[src/qtm_pkg.sv]
// shared constants and types for the quad timer block
package qtm_pkg;

  localparam int NUM_CH = 4;
  localparam int NUM_FLEX = 2;
  localparam int ADDR_W = 8;
  localparam int CH_LSB = 5;
  localparam int CTRL_W = 5;
  localparam int MODE_LSB = 0;
  localparam int CLK_LSB = 2;
  localparam int PRE_W = 5;

  // per-channel register offsets inside a 32-byte channel window
  localparam logic [4:0] REG_CTRL = 5'h00;
  localparam logic [4:0] REG_COUNT = 5'h04;
  localparam logic [4:0] REG_RELOAD = 5'h08;
  localparam logic [4:0] REG_CMP = 5'h0C;
  localparam logic [4:0] REG_POLICY = 5'h10;
  localparam logic [4:0] REG_OUTLVL = 5'h14;

  // global registers
  localparam logic [7:0] ADDR_START = 8'h80;
  localparam logic [7:0] ADDR_STOP = 8'h84;

  // reset values
  localparam logic [4:0] CTRL_RST = 5'h00;
  localparam logic [1:0] POLICY_RST = 2'h0;
  localparam logic [3:0] RUN_RST = 4'h0;

  typedef enum logic [1:0] {
    auto_reload_op = 2'b00,
    compare_output_op = 2'b01,
    pwm_op = 2'b10,
    input_capture_op = 2'b11
  } qtm_mode_t;

  typedef enum logic [2:0] {
    cks_sys = 3'h0,
    cks_tb2 = 3'h1,
    cks_tb4 = 3'h2,
    cks_tb8 = 3'h3,
    cks_tb16 = 3'h4,
    cks_tb32 = 3'h5,
    cks_ext_rise = 3'h6,
    cks_ext_fall = 3'h7
  } qtm_clk_t;

  // level policy codes; capture mode reads bit 0 as rise, bit 1 as fall
  localparam logic [1:0] POL_LOW = 2'b00;
  localparam logic [1:0] POL_HIGH = 2'b01;
  localparam logic [1:0] POL_TOGGLE = 2'b10;

endpackage

[src/qtm_top.sv]
// four-channel timer with apb registers, compare, pwm and capture
//
// What this block does
// - mode field 00 makes a flexible channel an auto reload timer
// - auto reload: overflow raises overflow request and reloads from reload reg
// - auto reload mode never changes the output level
// - compare mode match updates output: 00 low, 01 high, 10 toggle
// - compare mode: overflow request on overflow, event request on match
// - pwm period from reload register, first portion from compare register
// - pwm policy 01: high while counter at or below compare, else low
// - pwm policy 00: low while counter at or below compare, else high
// - every flexible mode raises overflow request on counter overflow
// - capture copies counter into compare register on selected input edge
// - capture policy: 00 none, 01 rising, 10 falling, 11 both
// - capture raises event request per trigger, plus overflow request
// - channels 2 and 3 are auto reload timers only
// - each channel picks sys clock, timebase/2..32, or external edge
// - writing one to start or stop bits starts or stops channels
// - start register reads run state; stop bit clears run bit
// - external clock sampled, counter steps two edges after the edge
// - capture mode releases the output pin and uses input as trigger
// - compare and pwm modes drive the output pin
// - compare output changes on the count pulse after the match
// - pwm output changes on the count pulse after condition change
// - a software write to the output level wins over a timer update
`timescale 1ns/1ps
module qtm_top #(
  parameter int CNT_W = 16
) (
  input wire logic ref_clk,
  input wire logic reset,
  input wire logic psel,
  input wire logic penable,
  input wire logic pwrite,
  input wire logic [qtm_pkg::ADDR_W-1:0] paddr,
  input wire logic [31:0] pwdata,
  output logic [31:0] prdata,
  output logic pready,
  output logic pslverr,
  input wire logic [qtm_pkg::NUM_CH-1:0] ext_clk_pin,
  input wire logic [qtm_pkg::NUM_FLEX-1:0] capture_input_pin,
  output logic [qtm_pkg::NUM_FLEX-1:0] timer_output_pin_level,
  output logic [qtm_pkg::NUM_FLEX-1:0] timer_output_oe,
  output logic [qtm_pkg::NUM_CH-1:0] overflow_irq,
  output logic [qtm_pkg::NUM_FLEX-1:0] match_capture_irq
);

  localparam int NCH = qtm_pkg::NUM_CH;
  localparam int NFX = qtm_pkg::NUM_FLEX;

  // the data bus is 32 bits, so a counter wider than that cannot be read
  if (CNT_W < 2 || CNT_W > 32)
  begin : g_bad_width
    $error("CNT_W must lie between 2 and 32");
  end

  logic [qtm_pkg::CTRL_W-1:0] ctrl_ff [NCH];
  logic [CNT_W-1:0] cnt_ff [NCH];
  logic [CNT_W-1:0] reload_ff [NCH];
  logic [CNT_W-1:0] cmp_ff [NCH];
  logic [1:0] policy_ff [NFX];
  logic [NFX-1:0] outlvl_ff;
  logic [NCH-1:0] run_ff;
  logic [qtm_pkg::PRE_W-1:0] pre_ff;
  logic [NCH-1:0] ext_s1_ff, ext_s2_ff, ext_s3_ff;
  logic [NFX-1:0] cin_s1_ff, cin_s2_ff, cin_s3_ff;
  logic [31:0] prdata_ff;
  logic pready_ff, pslverr_ff;
  logic [NFX-1:0] tout_ff, toe_ff, evt_ff;
  logic [NCH-1:0] ovf_ff;

  logic wr_w;
  logic [1:0] wch_w;
  logic [4:0] woff_w;
  logic [NCH-1:0] tick_w, ovf_w, cnt_wr_w;
  logic [NFX-1:0] match_w, upd_w, trig_w, lvl_wr_w;
  logic [CNT_W-1:0] nxt_cnt [NCH];
  qtm_pkg::qtm_mode_t mode_w [NCH];

  // picks the count tick for one channel from its clock selection
  function automatic logic sel_tick(
    input logic [2:0] sel,
    input logic [qtm_pkg::PRE_W-1:0] pre,
    input logic rise,
    input logic fall
  );
    logic t;
    t = 1'b0;
    case (qtm_pkg::qtm_clk_t'(sel))
      qtm_pkg::cks_sys: t = 1'b1;
      qtm_pkg::cks_tb2: t = pre[0];
      qtm_pkg::cks_tb4: t = &pre[1:0];
      qtm_pkg::cks_tb8: t = &pre[2:0];
      qtm_pkg::cks_tb16: t = &pre[3:0];
      qtm_pkg::cks_tb32: t = &pre[4:0];
      qtm_pkg::cks_ext_rise: t = rise;
      qtm_pkg::cks_ext_fall: t = fall;
      default: t = 1'b0;
    endcase
    return t;
  endfunction

  //////////////////////////////////////////////////////////////////////////
  // apb decode: zero wait states, write lands at the end of access phase
  assign wr_w = psel & penable & pready_ff & pwrite;
  assign wch_w = paddr[qtm_pkg::CH_LSB+1:qtm_pkg::CH_LSB];
  assign woff_w = paddr[qtm_pkg::CH_LSB-1:0];

  // per-channel tick, overflow, next count and pin events
  always_comb
  begin
    for (int i = 0; i < NCH; i++)
    begin
      // channels 2 and 3 ignore their mode bits and only auto reload
      mode_w[i] = (i < NFX) ?
        qtm_pkg::qtm_mode_t'(ctrl_ff[i][qtm_pkg::MODE_LSB +: 2]) :
        qtm_pkg::auto_reload_op;
      tick_w[i] = run_ff[i] & sel_tick(
        ctrl_ff[i][qtm_pkg::CLK_LSB +: 3], pre_ff,
        ext_s2_ff[i] & ~ext_s3_ff[i],
        ~ext_s2_ff[i] & ext_s3_ff[i]);
      ovf_w[i] = tick_w[i] & (&cnt_ff[i]);
      nxt_cnt[i] = ovf_w[i] ? reload_ff[i] : cnt_ff[i] + 1'b1;
      cnt_wr_w[i] = wr_w && !paddr[7] && wch_w == 2'(i) &&
        woff_w == qtm_pkg::REG_COUNT;
    end
    for (int i = 0; i < NFX; i++)
    begin
      match_w[i] = tick_w[i] && nxt_cnt[i] == cmp_ff[i];
      // the match is acted on at the next count pulse
      upd_w[i] = tick_w[i] && cnt_ff[i] == cmp_ff[i];
      trig_w[i] = mode_w[i] == qtm_pkg::input_capture_op &&
        ((policy_ff[i][0] & cin_s2_ff[i] & ~cin_s3_ff[i]) |
         (policy_ff[i][1] & ~cin_s2_ff[i] & cin_s3_ff[i]));
      lvl_wr_w[i] = wr_w && !paddr[7] && wch_w == 2'(i) &&
        woff_w == qtm_pkg::REG_OUTLVL;
    end
  end

  //////////////////////////////////////////////////////////////////////////
  // pin sampling: three stages so edges are seen two clocks after sampling
  always_ff @(posedge ref_clk)
  begin
    if (reset)
    begin
      ext_s1_ff <= '0;
      ext_s2_ff <= '0;
      ext_s3_ff <= '0;
      cin_s1_ff <= '0;
      cin_s2_ff <= '0;
      cin_s3_ff <= '0;
    end
    else
    begin
      ext_s1_ff <= ext_clk_pin;
      ext_s2_ff <= ext_s1_ff;
      ext_s3_ff <= ext_s2_ff;
      cin_s1_ff <= capture_input_pin;
      cin_s2_ff <= cin_s1_ff;
      cin_s3_ff <= cin_s2_ff;
    end
  end

  // free-running timebase prescaler shared by all channels
  always_ff @(posedge ref_clk)
  begin
    if (reset)
      pre_ff <= '0;
    else
      pre_ff <= pre_ff + 1'b1;
  end

  // run bits: start and stop are separate words, so they never collide
  always_ff @(posedge ref_clk)
  begin
    if (reset)
      run_ff <= qtm_pkg::RUN_RST;
    else if (wr_w && paddr == qtm_pkg::ADDR_START)
      run_ff <= run_ff | pwdata[NCH-1:0];
    else if (wr_w && paddr == qtm_pkg::ADDR_STOP)
      run_ff <= run_ff & ~pwdata[NCH-1:0];
  end

  // configuration registers written by software
  always_ff @(posedge ref_clk)
  begin
    if (reset)
    begin
      for (int i = 0; i < NCH; i++)
      begin
        ctrl_ff[i] <= qtm_pkg::CTRL_RST;
        reload_ff[i] <= '0;
      end
      for (int i = 0; i < NFX; i++)
        policy_ff[i] <= qtm_pkg::POLICY_RST;
    end
    else if (wr_w && !paddr[7])
    begin
      for (int i = 0; i < NCH; i++)
      begin
        if (wch_w == 2'(i) && woff_w == qtm_pkg::REG_CTRL)
          ctrl_ff[i] <= pwdata[qtm_pkg::CTRL_W-1:0];
        if (wch_w == 2'(i) && woff_w == qtm_pkg::REG_RELOAD)
          reload_ff[i] <= pwdata[CNT_W-1:0];
      end
      for (int i = 0; i < NFX; i++)
        if (wch_w == 2'(i) && woff_w == qtm_pkg::REG_POLICY)
          policy_ff[i] <= pwdata[1:0];
    end
  end

  // counters: software load has priority, else step or reload on a tick
  always_ff @(posedge ref_clk)
  begin
    if (reset)
      for (int i = 0; i < NCH; i++)
        cnt_ff[i] <= '0;
    else
      for (int i = 0; i < NCH; i++)
        if (cnt_wr_w[i])
          cnt_ff[i] <= pwdata[CNT_W-1:0];
        else if (tick_w[i])
          cnt_ff[i] <= nxt_cnt[i];
  end

  // compare/capture register: a capture beats a software write
  always_ff @(posedge ref_clk)
  begin
    if (reset)
      for (int i = 0; i < NCH; i++)
        cmp_ff[i] <= '0;
    else
      for (int i = 0; i < NCH; i++)
        if (i < NFX && trig_w[i % NFX])
          cmp_ff[i] <= cnt_ff[i];
        else if (wr_w && !paddr[7] && wch_w == 2'(i) &&
                 woff_w == qtm_pkg::REG_CMP)
          cmp_ff[i] <= pwdata[CNT_W-1:0];
  end

  // output level bit; a software write holds until the next update event
  always_ff @(posedge ref_clk)
  begin
    if (reset)
      outlvl_ff <= '0;
    else
      for (int i = 0; i < NFX; i++)
        if (lvl_wr_w[i])
          outlvl_ff[i] <= pwdata[0];
        else if (mode_w[i] == qtm_pkg::compare_output_op && upd_w[i])
          case (policy_ff[i])
            qtm_pkg::POL_LOW: outlvl_ff[i] <= 1'b0;
            qtm_pkg::POL_HIGH: outlvl_ff[i] <= 1'b1;
            qtm_pkg::POL_TOGGLE: outlvl_ff[i] <= ~outlvl_ff[i];
            default: outlvl_ff[i] <= outlvl_ff[i];
          endcase
        else if (mode_w[i] == qtm_pkg::pwm_op && tick_w[i])
          case (policy_ff[i])
            qtm_pkg::POL_LOW: outlvl_ff[i] <= cnt_ff[i] > cmp_ff[i];
            qtm_pkg::POL_HIGH: outlvl_ff[i] <= cnt_ff[i] <= cmp_ff[i];
            default: outlvl_ff[i] <= outlvl_ff[i];
          endcase
  end

  // pins: level and enable follow the mode; capture releases the pin
  always_ff @(posedge ref_clk)
  begin
    if (reset)
    begin
      tout_ff <= '0;
      toe_ff <= '0;
    end
    else
      for (int i = 0; i < NFX; i++)
      begin
        tout_ff[i] <= outlvl_ff[i];
        toe_ff[i] <= mode_w[i] != qtm_pkg::input_capture_op;
      end
  end

  // interrupt request pulses, one clock each
  always_ff @(posedge ref_clk)
  begin
    if (reset)
    begin
      ovf_ff <= '0;
      evt_ff <= '0;
    end
    else
    begin
      ovf_ff <= ovf_w;
      for (int i = 0; i < NFX; i++)
        evt_ff[i] <= (mode_w[i] == qtm_pkg::compare_output_op &&
          match_w[i]) || trig_w[i];
    end
  end

  //////////////////////////////////////////////////////////////////////////
  // apb read path, captured in the setup cycle so pready can be a flop
  always_ff @(posedge ref_clk)
  begin
    if (reset)
    begin
      prdata_ff <= '0;
      pready_ff <= 1'b0;
      pslverr_ff <= 1'b0;
    end
    else
    begin
      pready_ff <= psel & ~penable;
      pslverr_ff <= 1'b0;
      prdata_ff <= '0;
      if (psel && !penable)
      begin
        if (paddr == qtm_pkg::ADDR_START)
          prdata_ff <= 32'(run_ff);
        else if (paddr == qtm_pkg::ADDR_STOP)
          prdata_ff <= '0;
        else if (!paddr[7] && woff_w == qtm_pkg::REG_CTRL)
          prdata_ff <= 32'(ctrl_ff[wch_w] &
            (wch_w < 2'(NFX) ? 5'h1F : 5'h1C));
        else if (!paddr[7] && woff_w == qtm_pkg::REG_COUNT)
          prdata_ff <= 32'(cnt_ff[wch_w]);
        else if (!paddr[7] && woff_w == qtm_pkg::REG_RELOAD)
          prdata_ff <= 32'(reload_ff[wch_w]);
        else if (!paddr[7] && woff_w == qtm_pkg::REG_CMP)
          prdata_ff <= 32'(cmp_ff[wch_w]);
        else if (!paddr[7] && !wch_w[1] && woff_w == qtm_pkg::REG_POLICY)
          prdata_ff <= 32'(policy_ff[wch_w[0]]);
        else if (!paddr[7] && !wch_w[1] && woff_w == qtm_pkg::REG_OUTLVL)
          prdata_ff <= 32'(outlvl_ff[wch_w[0]]);
        else
          pslverr_ff <= 1'b1;
      end
    end
  end

  assign prdata = prdata_ff;
  assign pready = pready_ff;
  assign pslverr = pslverr_ff;
  assign timer_output_pin_level = tout_ff;
  assign timer_output_oe = toe_ff;
  assign overflow_irq = ovf_ff;
  assign match_capture_irq = evt_ff;
endmodule

[config.mk]
export PLATFORM = sky130hd
export DESIGN_NAME = qtm_top
export DESIGN_NICKNAME = d
export VERILOG_FILES = /design/src/qtm_pkg.sv /design/src/qtm_top.sv
export SDC_FILE = /design/constraint.sdc
export NUM_CORES = 1
export LEC_CHECK = 0
export CELL_PAD_IN_SITES_DETAIL_PLACEMENT = 0
export CELL_PAD_IN_SITES_GLOBAL_PLACEMENT = 1
export CORE_UTILIZATION = 40
export DETAILED_ROUTE_END_ITERATION = 16
export DONT_BUFFER_PORTS = 1
export HOLD_SLACK_MARGIN = 0.06
export PLACE_DENSITY_LB_ADDON = 0.1
export SLEW_MARGIN = 20
export SYNTH_ARGS = -nofsm -noshare
export SYNTH_HDL_FRONTEND = slang
export SYNTH_SLANG_ARGS = --single-unit
[constraint.sdc]
create_clock -name ref_clk -period 3.6 [get_ports ref_clk]
set_clock_uncertainty 0.05 [all_clocks]
set_input_delay 0.18 -clock ref_clk [delete_from_list [all_inputs] [get_ports ref_clk]]
set_output_delay 0.18 -clock ref_clk [all_outputs]
set_load 0.05 [all_outputs]
* After elaboration in Yosys (flattened, before gate mapping)
Memories as Yosys holds them, arrays and structs flattened. Cells that the tools add are included.
Word-level totals: register bits after elaboration 57, bits in writable memories 216, output and inout port bits 44, word-level logic and storage cells 388, memories 5
Memories:
- cmp_ff | words 4, width 16, read ports 3, clocked after Yosys merged registers in 0, write ports 4, RTL line qtm_top.sv:60 | logic [CNT_W-1:0] cmp_ff [NCH];
- cnt_ff | words 4, width 16, read ports 5, clocked after Yosys merged registers in 0, write ports 4, RTL line qtm_top.sv:58 | logic [CNT_W-1:0] cnt_ff [NCH];
- reload_ff | words 4, width 16, read ports 5, clocked after Yosys merged registers in 0, write ports 4, RTL line qtm_top.sv:59 | logic [CNT_W-1:0] reload_ff [NCH];
- ctrl_ff | words 4, width 5, read ports 5, clocked after Yosys merged registers in 0, write ports 4, RTL line qtm_top.sv:57 | logic [qtm_pkg::CTRL_W-1:0] ctrl_ff [NCH];
- policy_ff | words 2, width 2, read ports 3, clocked after Yosys merged registers in 0, write ports 2, RTL line qtm_top.sv:61 | logic [1:0] policy_ff [NFX];
Cells by class: add/subtract/negate cells 5, order comparisons 6, eq/ne operators 54, multiplexer cells 146, bitwise gates (word level) 74, reduce and logical (&&, ||, !) cells 80
Operator list (number):
- 16-bit two-way mux | 26
- 1-bit two-way mux | 100
- 16-bit by 1-bit adder with 16-bit output, second input constant | 4
- 16-bit == test | 4
- 16-bit AND reduction | 4
- 3-bit == test, second input constant | 16
- 1-bit logical AND | 47
- 16-bit greater-than comparator | 2
- 16-bit less-or-equal comparator | 2
- 1-bit case mux with 8 select lines | 4
- 1-bit bitwise AND | 28
- 1-bit OR | 26
- 3-bit by 2-bit == test with 1-bit output, second input constant | 8
- 5-bit two-way mux | 4
- 2-bit == test, second input constant | 8
- 8-bit == test, second input constant | 2
- 4-bit two-way mux | 4
- 1-bit inverter | 16
- 4-bit nonzero test | 4
- 3-bit by 1-bit == test with 1-bit output, second input constant | 4
- 3-bit logical NOT | 4
- 2-bit by 1-bit == test with 1-bit output, second input constant | 5
- 5-bit by 4-bit == test with 1-bit output, second input constant | 2
- 5-bit == test, second input constant | 2
- 25 further kinds | 39

* Logic depth before layout (Yosys ltp)
word-level depth 11, gate-level depth with buffers 14, gate-level depth less buffers 12

* Worst setup path before layout
Ideal clock, no wire load.
kind register to register, from reg pre_ff[0] (netlist bit), to reg evt_ff[1], in the netlist match_capture_irq[1], arrival time 2983 ps, required time 3454 ps, slack 472 ps, stages on the path, launching flop included 13, buffers on the path 1, period minus slack after synthesis 3128 ps, cells stage by stage dfxtp_1 > ha_1 > nand3_1 > inv_1 > ha_1 > mux4_2 > o211a_1 > buf_6 > nand2_2 > mux2_2 > a2111oi_0 > nand4_1 > o41ai_2
On the way: longest elaborated chain between the ends 9
RTL lines:
- from (decl) | RTL line qtm_top.sv:64 | logic [qtm_pkg::PRE_W-1:0] pre_ff;
- from (signal assigned) | RTL line qtm_top.sv:170 | pre_ff <= pre_ff + 1'b1;
- 5-bit AND reduction, or another cell as far along | RTL line qtm_top.sv:95 | qtm_pkg::cks_tb32: t = &pre[4:0];
- 1-bit case mux with 8 select lines (*) | RTL line qtm_top.sv:89 | case (qtm_pkg::qtm_clk_t'(sel))
- 1-bit bitwise AND (*) | RTL line qtm_top.sv:118 | tick_w[i] = run_ff[i] & sel_tick(
- 1-bit bitwise AND | RTL line qtm_top.sv:122 | ovf_w[i] = tick_w[i] & (&cnt_ff[i]);
- 16-bit two-way mux | RTL line qtm_top.sv:123 | nxt_cnt[i] = ovf_w[i] ? reload_ff[i] : cnt_ff[i] + 1'b1;
- 16-bit == test | RTL line qtm_top.sv:129 | match_w[i] = tick_w[i] && nxt_cnt[i] == cmp_ff[i];
- 1-bit logical AND (*) | RTL line qtm_top.sv:129
- 1-bit logical AND (*) | RTL line qtm_top.sv:293 | evt_ff[i] <= (mode_w[i] == qtm_pkg::compare_output_op &&
- 1-bit logical OR (*) | RTL line qtm_top.sv:294 | match_w[i]) || trig_w[i];
- to (signal, indexed assignment) | RTL line qtm_top.sv:293
- to (decl) | RTL line qtm_top.sv:69 | logic [NFX-1:0] tout_ff, toe_ff, evt_ff;
Every way passes the cells marked *; elsewhere a longest branch is shown, timed or not. A chain may end at the register's enable or synchronous reset.

==> flow_metrics.tcl <==
set metrics [dict create \
    wl_per_cell_um 25.9 \
    cts_tree "built" \
    grt_remaining_overflow 0 \
    viasPerCell 5.88 \
    worstPathMaxFanout 10 \
    netlist_top_cells_area "edfxtp_1, mux4_2, dfxtp_1" \
    drv_cap 0 \
    gp_congestion 0.941 \
    switching_share 0.239 \
    fmax_mhz 291 \
    syn_inst 1487 \
    drt_first_pass_iters 5 \
    initial_core_util 0.407 \
    relSlewSlack 0.250 \
    yosysUniqueCellTypes 71 \
    leakage_nw 6.59 \
    dp.cells 1983 \
    ios 95 \
    worstSetupEndpointType "flop" \
    synth_area_sq_um 15800 \
    synth-async-reset-ratio 0 \
    port_buffers 0 \
    seqPwrFrac 0.462 \
    synth_top_flop_cell "edfxtp_1" \
    grtUsageTotal 0.270 \
    fin_crit_ns 3.44 \
    synth_seq_cells 269 \
    clk_path_buf_depth 3 \
    antenna_found_initial 4 \
    die_height_um 201 \
    drive_gt1_frac 0.132 \
    place_hpwl_mm 38.8 \
    combPwrFrac 0.076 \
    synth_warnings 0 \
    dr_total_vias 12282 \
    outcome "finished, final reports clean" \
    wl_mm 54.1 \
    finalHoldViolCount 0 \
    grt_pass1_wl_mm 79.7 \
    hold_class "in2reg" \
    synth_top_cell_by_area "edfxtp_1" \
    rsz0062_at_grt "false" \
    fin_crit_sh 0.954 \
    fp.dieArea_sq_um 40300 \
    fin_util 0.468 \
    worst_pin_slew_ns 1.12 \
    fp.dieW_um 201 \
    num-nets-final 1639 \
    area_growth_syn_to_layout_pct 15.1 \
    avgSynthCellArea_sq_um 10.6 \
    powerDensity_nw_per_um2 420 \
    vdd_drop_max_v 0.000326 \
    clkSinkCount 269 \
    r2r_setup_slack_ns 0.16 \
    drt-initial-drc-count 1111 \
    synth_top_area_frac 0.403 \
    start_kind "flop" \
    crit_type "reg2reg" \
    row_count 72 \
    worstPathRequired_ns 3.98 \
    cp_data_arrival_time_ns 3.82 \
    cts_buffers 35 \
    yosysSeqAreaShare 0.475 \
    cts-root-buf "clkbuf_16" \
    coreArea_sq_um 38800 \
    ant_nets 0 \
    synth-edff-count 212 \
    grt_pass1_vias 11929 \
    instances_no_fill 2088 \
    p_clk_frac 0.462 \
    slew_violations 0 \
    clk_latency_ns 0.54 \
    fin_setup_tns_ns 0 \
    p_switching_mw 1.82 \
    clk_pin_slew_ns 0.06 \
    n_fill_cell 3645 \
    drc 0 \
    htree_levels 2 \
    finalPower_mw 7.64 \
    p_int_mw 5.82 \
    setup_violations 0 \
    grt_start_max_net_pins 90 \
]
[metrics by stage]
| step | setup slack (ns) | hold slack [ns] | cell area, sq um |
|---|---|---|---|
| 2_1_floorplan | 0.472 | 0.245 | 15900 |
| 3_3_place_gp | 0.0488 | 0.223 | 16600 |
| 3_5_place_dp | 0.0186 | 0.214 | 16600 |
| 4_1_cts | 0.110 | 0.0623 | 18200 |
| 5_1_grt | 0.00847 | 0.0637 | 18200 |
| 6_report | 0.164 | 0.0713 | 18200 |
[flip-flops by register name, summed over array words and instances (netlist names), 4 cells and up, named ones only]
name / cells
cmp_ff: 64
cnt_ff: 64
ctrl_ff: 16
ext_s1_ff: 4
ext_s2_ff: 4
ext_s3_ff: 4
overflow_irq: 4
policy_ff: 4
prdata: 16
pre_ff: 5
reload_ff: 64
[Yosys cell counts (all sizes together) (38+ instances only)]
cell and n:
dfxtp 57, mux4 54, nor3 38, ha 45, edfxtp 212, o21ai 56
nor2 103, nand2 113, clkbuf 79, nand3 43, a21oi 89, inv 48
and2 118, xnor2 49
[path summary, 6_finish.rpt]
| check | cells past startpoint | endpoint | startpoint |
|---|---|---|---|
| setup / recovery | 9 | match_capture_irq[1] | cnt_ff[1][1] |
| hold / removal | 3 | prdata[12] | paddr[6] |
| setup reg to reg | 9 | match_capture_irq[1] | cnt_ff[1][1] |
| hold reg to reg | 1 | ext_s2_ff[0] | ext_s1_ff[0] |
[layout by cell type, fill, tap and decap left out, drive strengths merged, types with 14 or more instances in the layout]
cell / Yosys / final
o211ai: 16 / 16
buf: 32 / 75
and3: 15 / 15
nor4: 14 / 14
inv: 48 / 50
o21ai: 56 / 56
nor3: 38 / 38
nand3: 43 / 43
nand4: 25 / 25
a22o: 33 / 33
xor2: 28 / 28
clkbuf: 79 / 44
ha: 45 / 45
nand2: 113 / 113
conb: 1 / 16
a22oi: 33 / 33
a21oi: 89 / 89
edfxtp: 212 / 212
dlygate4sd3: 0 / 40
xnor2: 49 / 49
nor2: 103 / 103
nor2b: 34 / 34
dfxtp: 57 / 57
mux4: 54 / 54
and2: 118 / 118
[cell families (layout without fill, tap and decap cells)]
family	Yosys count	after routing	synth area share
other	1	18	0.000237
flip-flops	269	269	0.475
AND/OR/NAND/NOR	554	554	0.183
XOR/XNOR	78	78	0.0441
buffers and inverters	159	225	0.0435
adder cells (fa/ha/maj)	45	45	0.0356
multiplexers	67	67	0.0856
AO/OA/AOI/OAI	314	314	0.132
[timing repair]
item | in CTS | in global routing
hold buffers | 41 | 0
endpoints found under the setup margin | 1 | 2
buffers inserted | 0 | 0
gates resized for setup | 2 | 2
endpoints found under the hold margin | 276 | 0
[critical path: stages, from the launching register on]
cell and delay [ns]:
edfxtp_1 0.50, ha_1 0.27, nand2_1 0.17, nor2_2 0.29
nand4_1 0.52, o21ai_0 0.32, o21ai_0 0.14, a2111oi_2 0.50
nand4_1 0.20, o41ai_2 0.36
[cell type report]
| type | count | area [sq um] | area share |
|---|---|---|---|
| clock buffers | 44 | 952 | 0.0524 |
| repair buffers | 115 | 983 | 0.0541 |
| flip-flops and latches | 269 | 7510 | 0.413 |
| multi-input cells | 1074 | 7710 | 0.424 |
| clock inverters | 18 | 195 | 0.0107 |
| well taps | 518 | 648 | 0.0356 |
| diodes | 2 | 5.00 | 0.000275 |
| inverters | 48 | 180 | 0.00991 |
[per-layer routing]
layer | GRT usage | wire, um | vias up
met5 | 0 | 12 | -
met4 | 0.0823 | 1300 | 2
met3 | 0.0513 | 4220 | 70
met2 | 0.415 | 24200 | 490
met1 | 0.385 | 24400 | 6107
li1 | - | - | 5613
[power groups by stage]
stage / clock [mW] / sequential (mW) / combinational (mW)
finish: 3.53 / 3.53 / 0.578
global route: 3.72 / 3.54 / 0.618
CTS: 3.61 / 3.53 / 0.576
detailed placement: 0 / 3.59 / 0.453
global placement: 0 / 3.59 / 0.451
floorplan: 0 / 3.55 / 0.403
No activity file was read; power rests on OpenSTA's default activity.
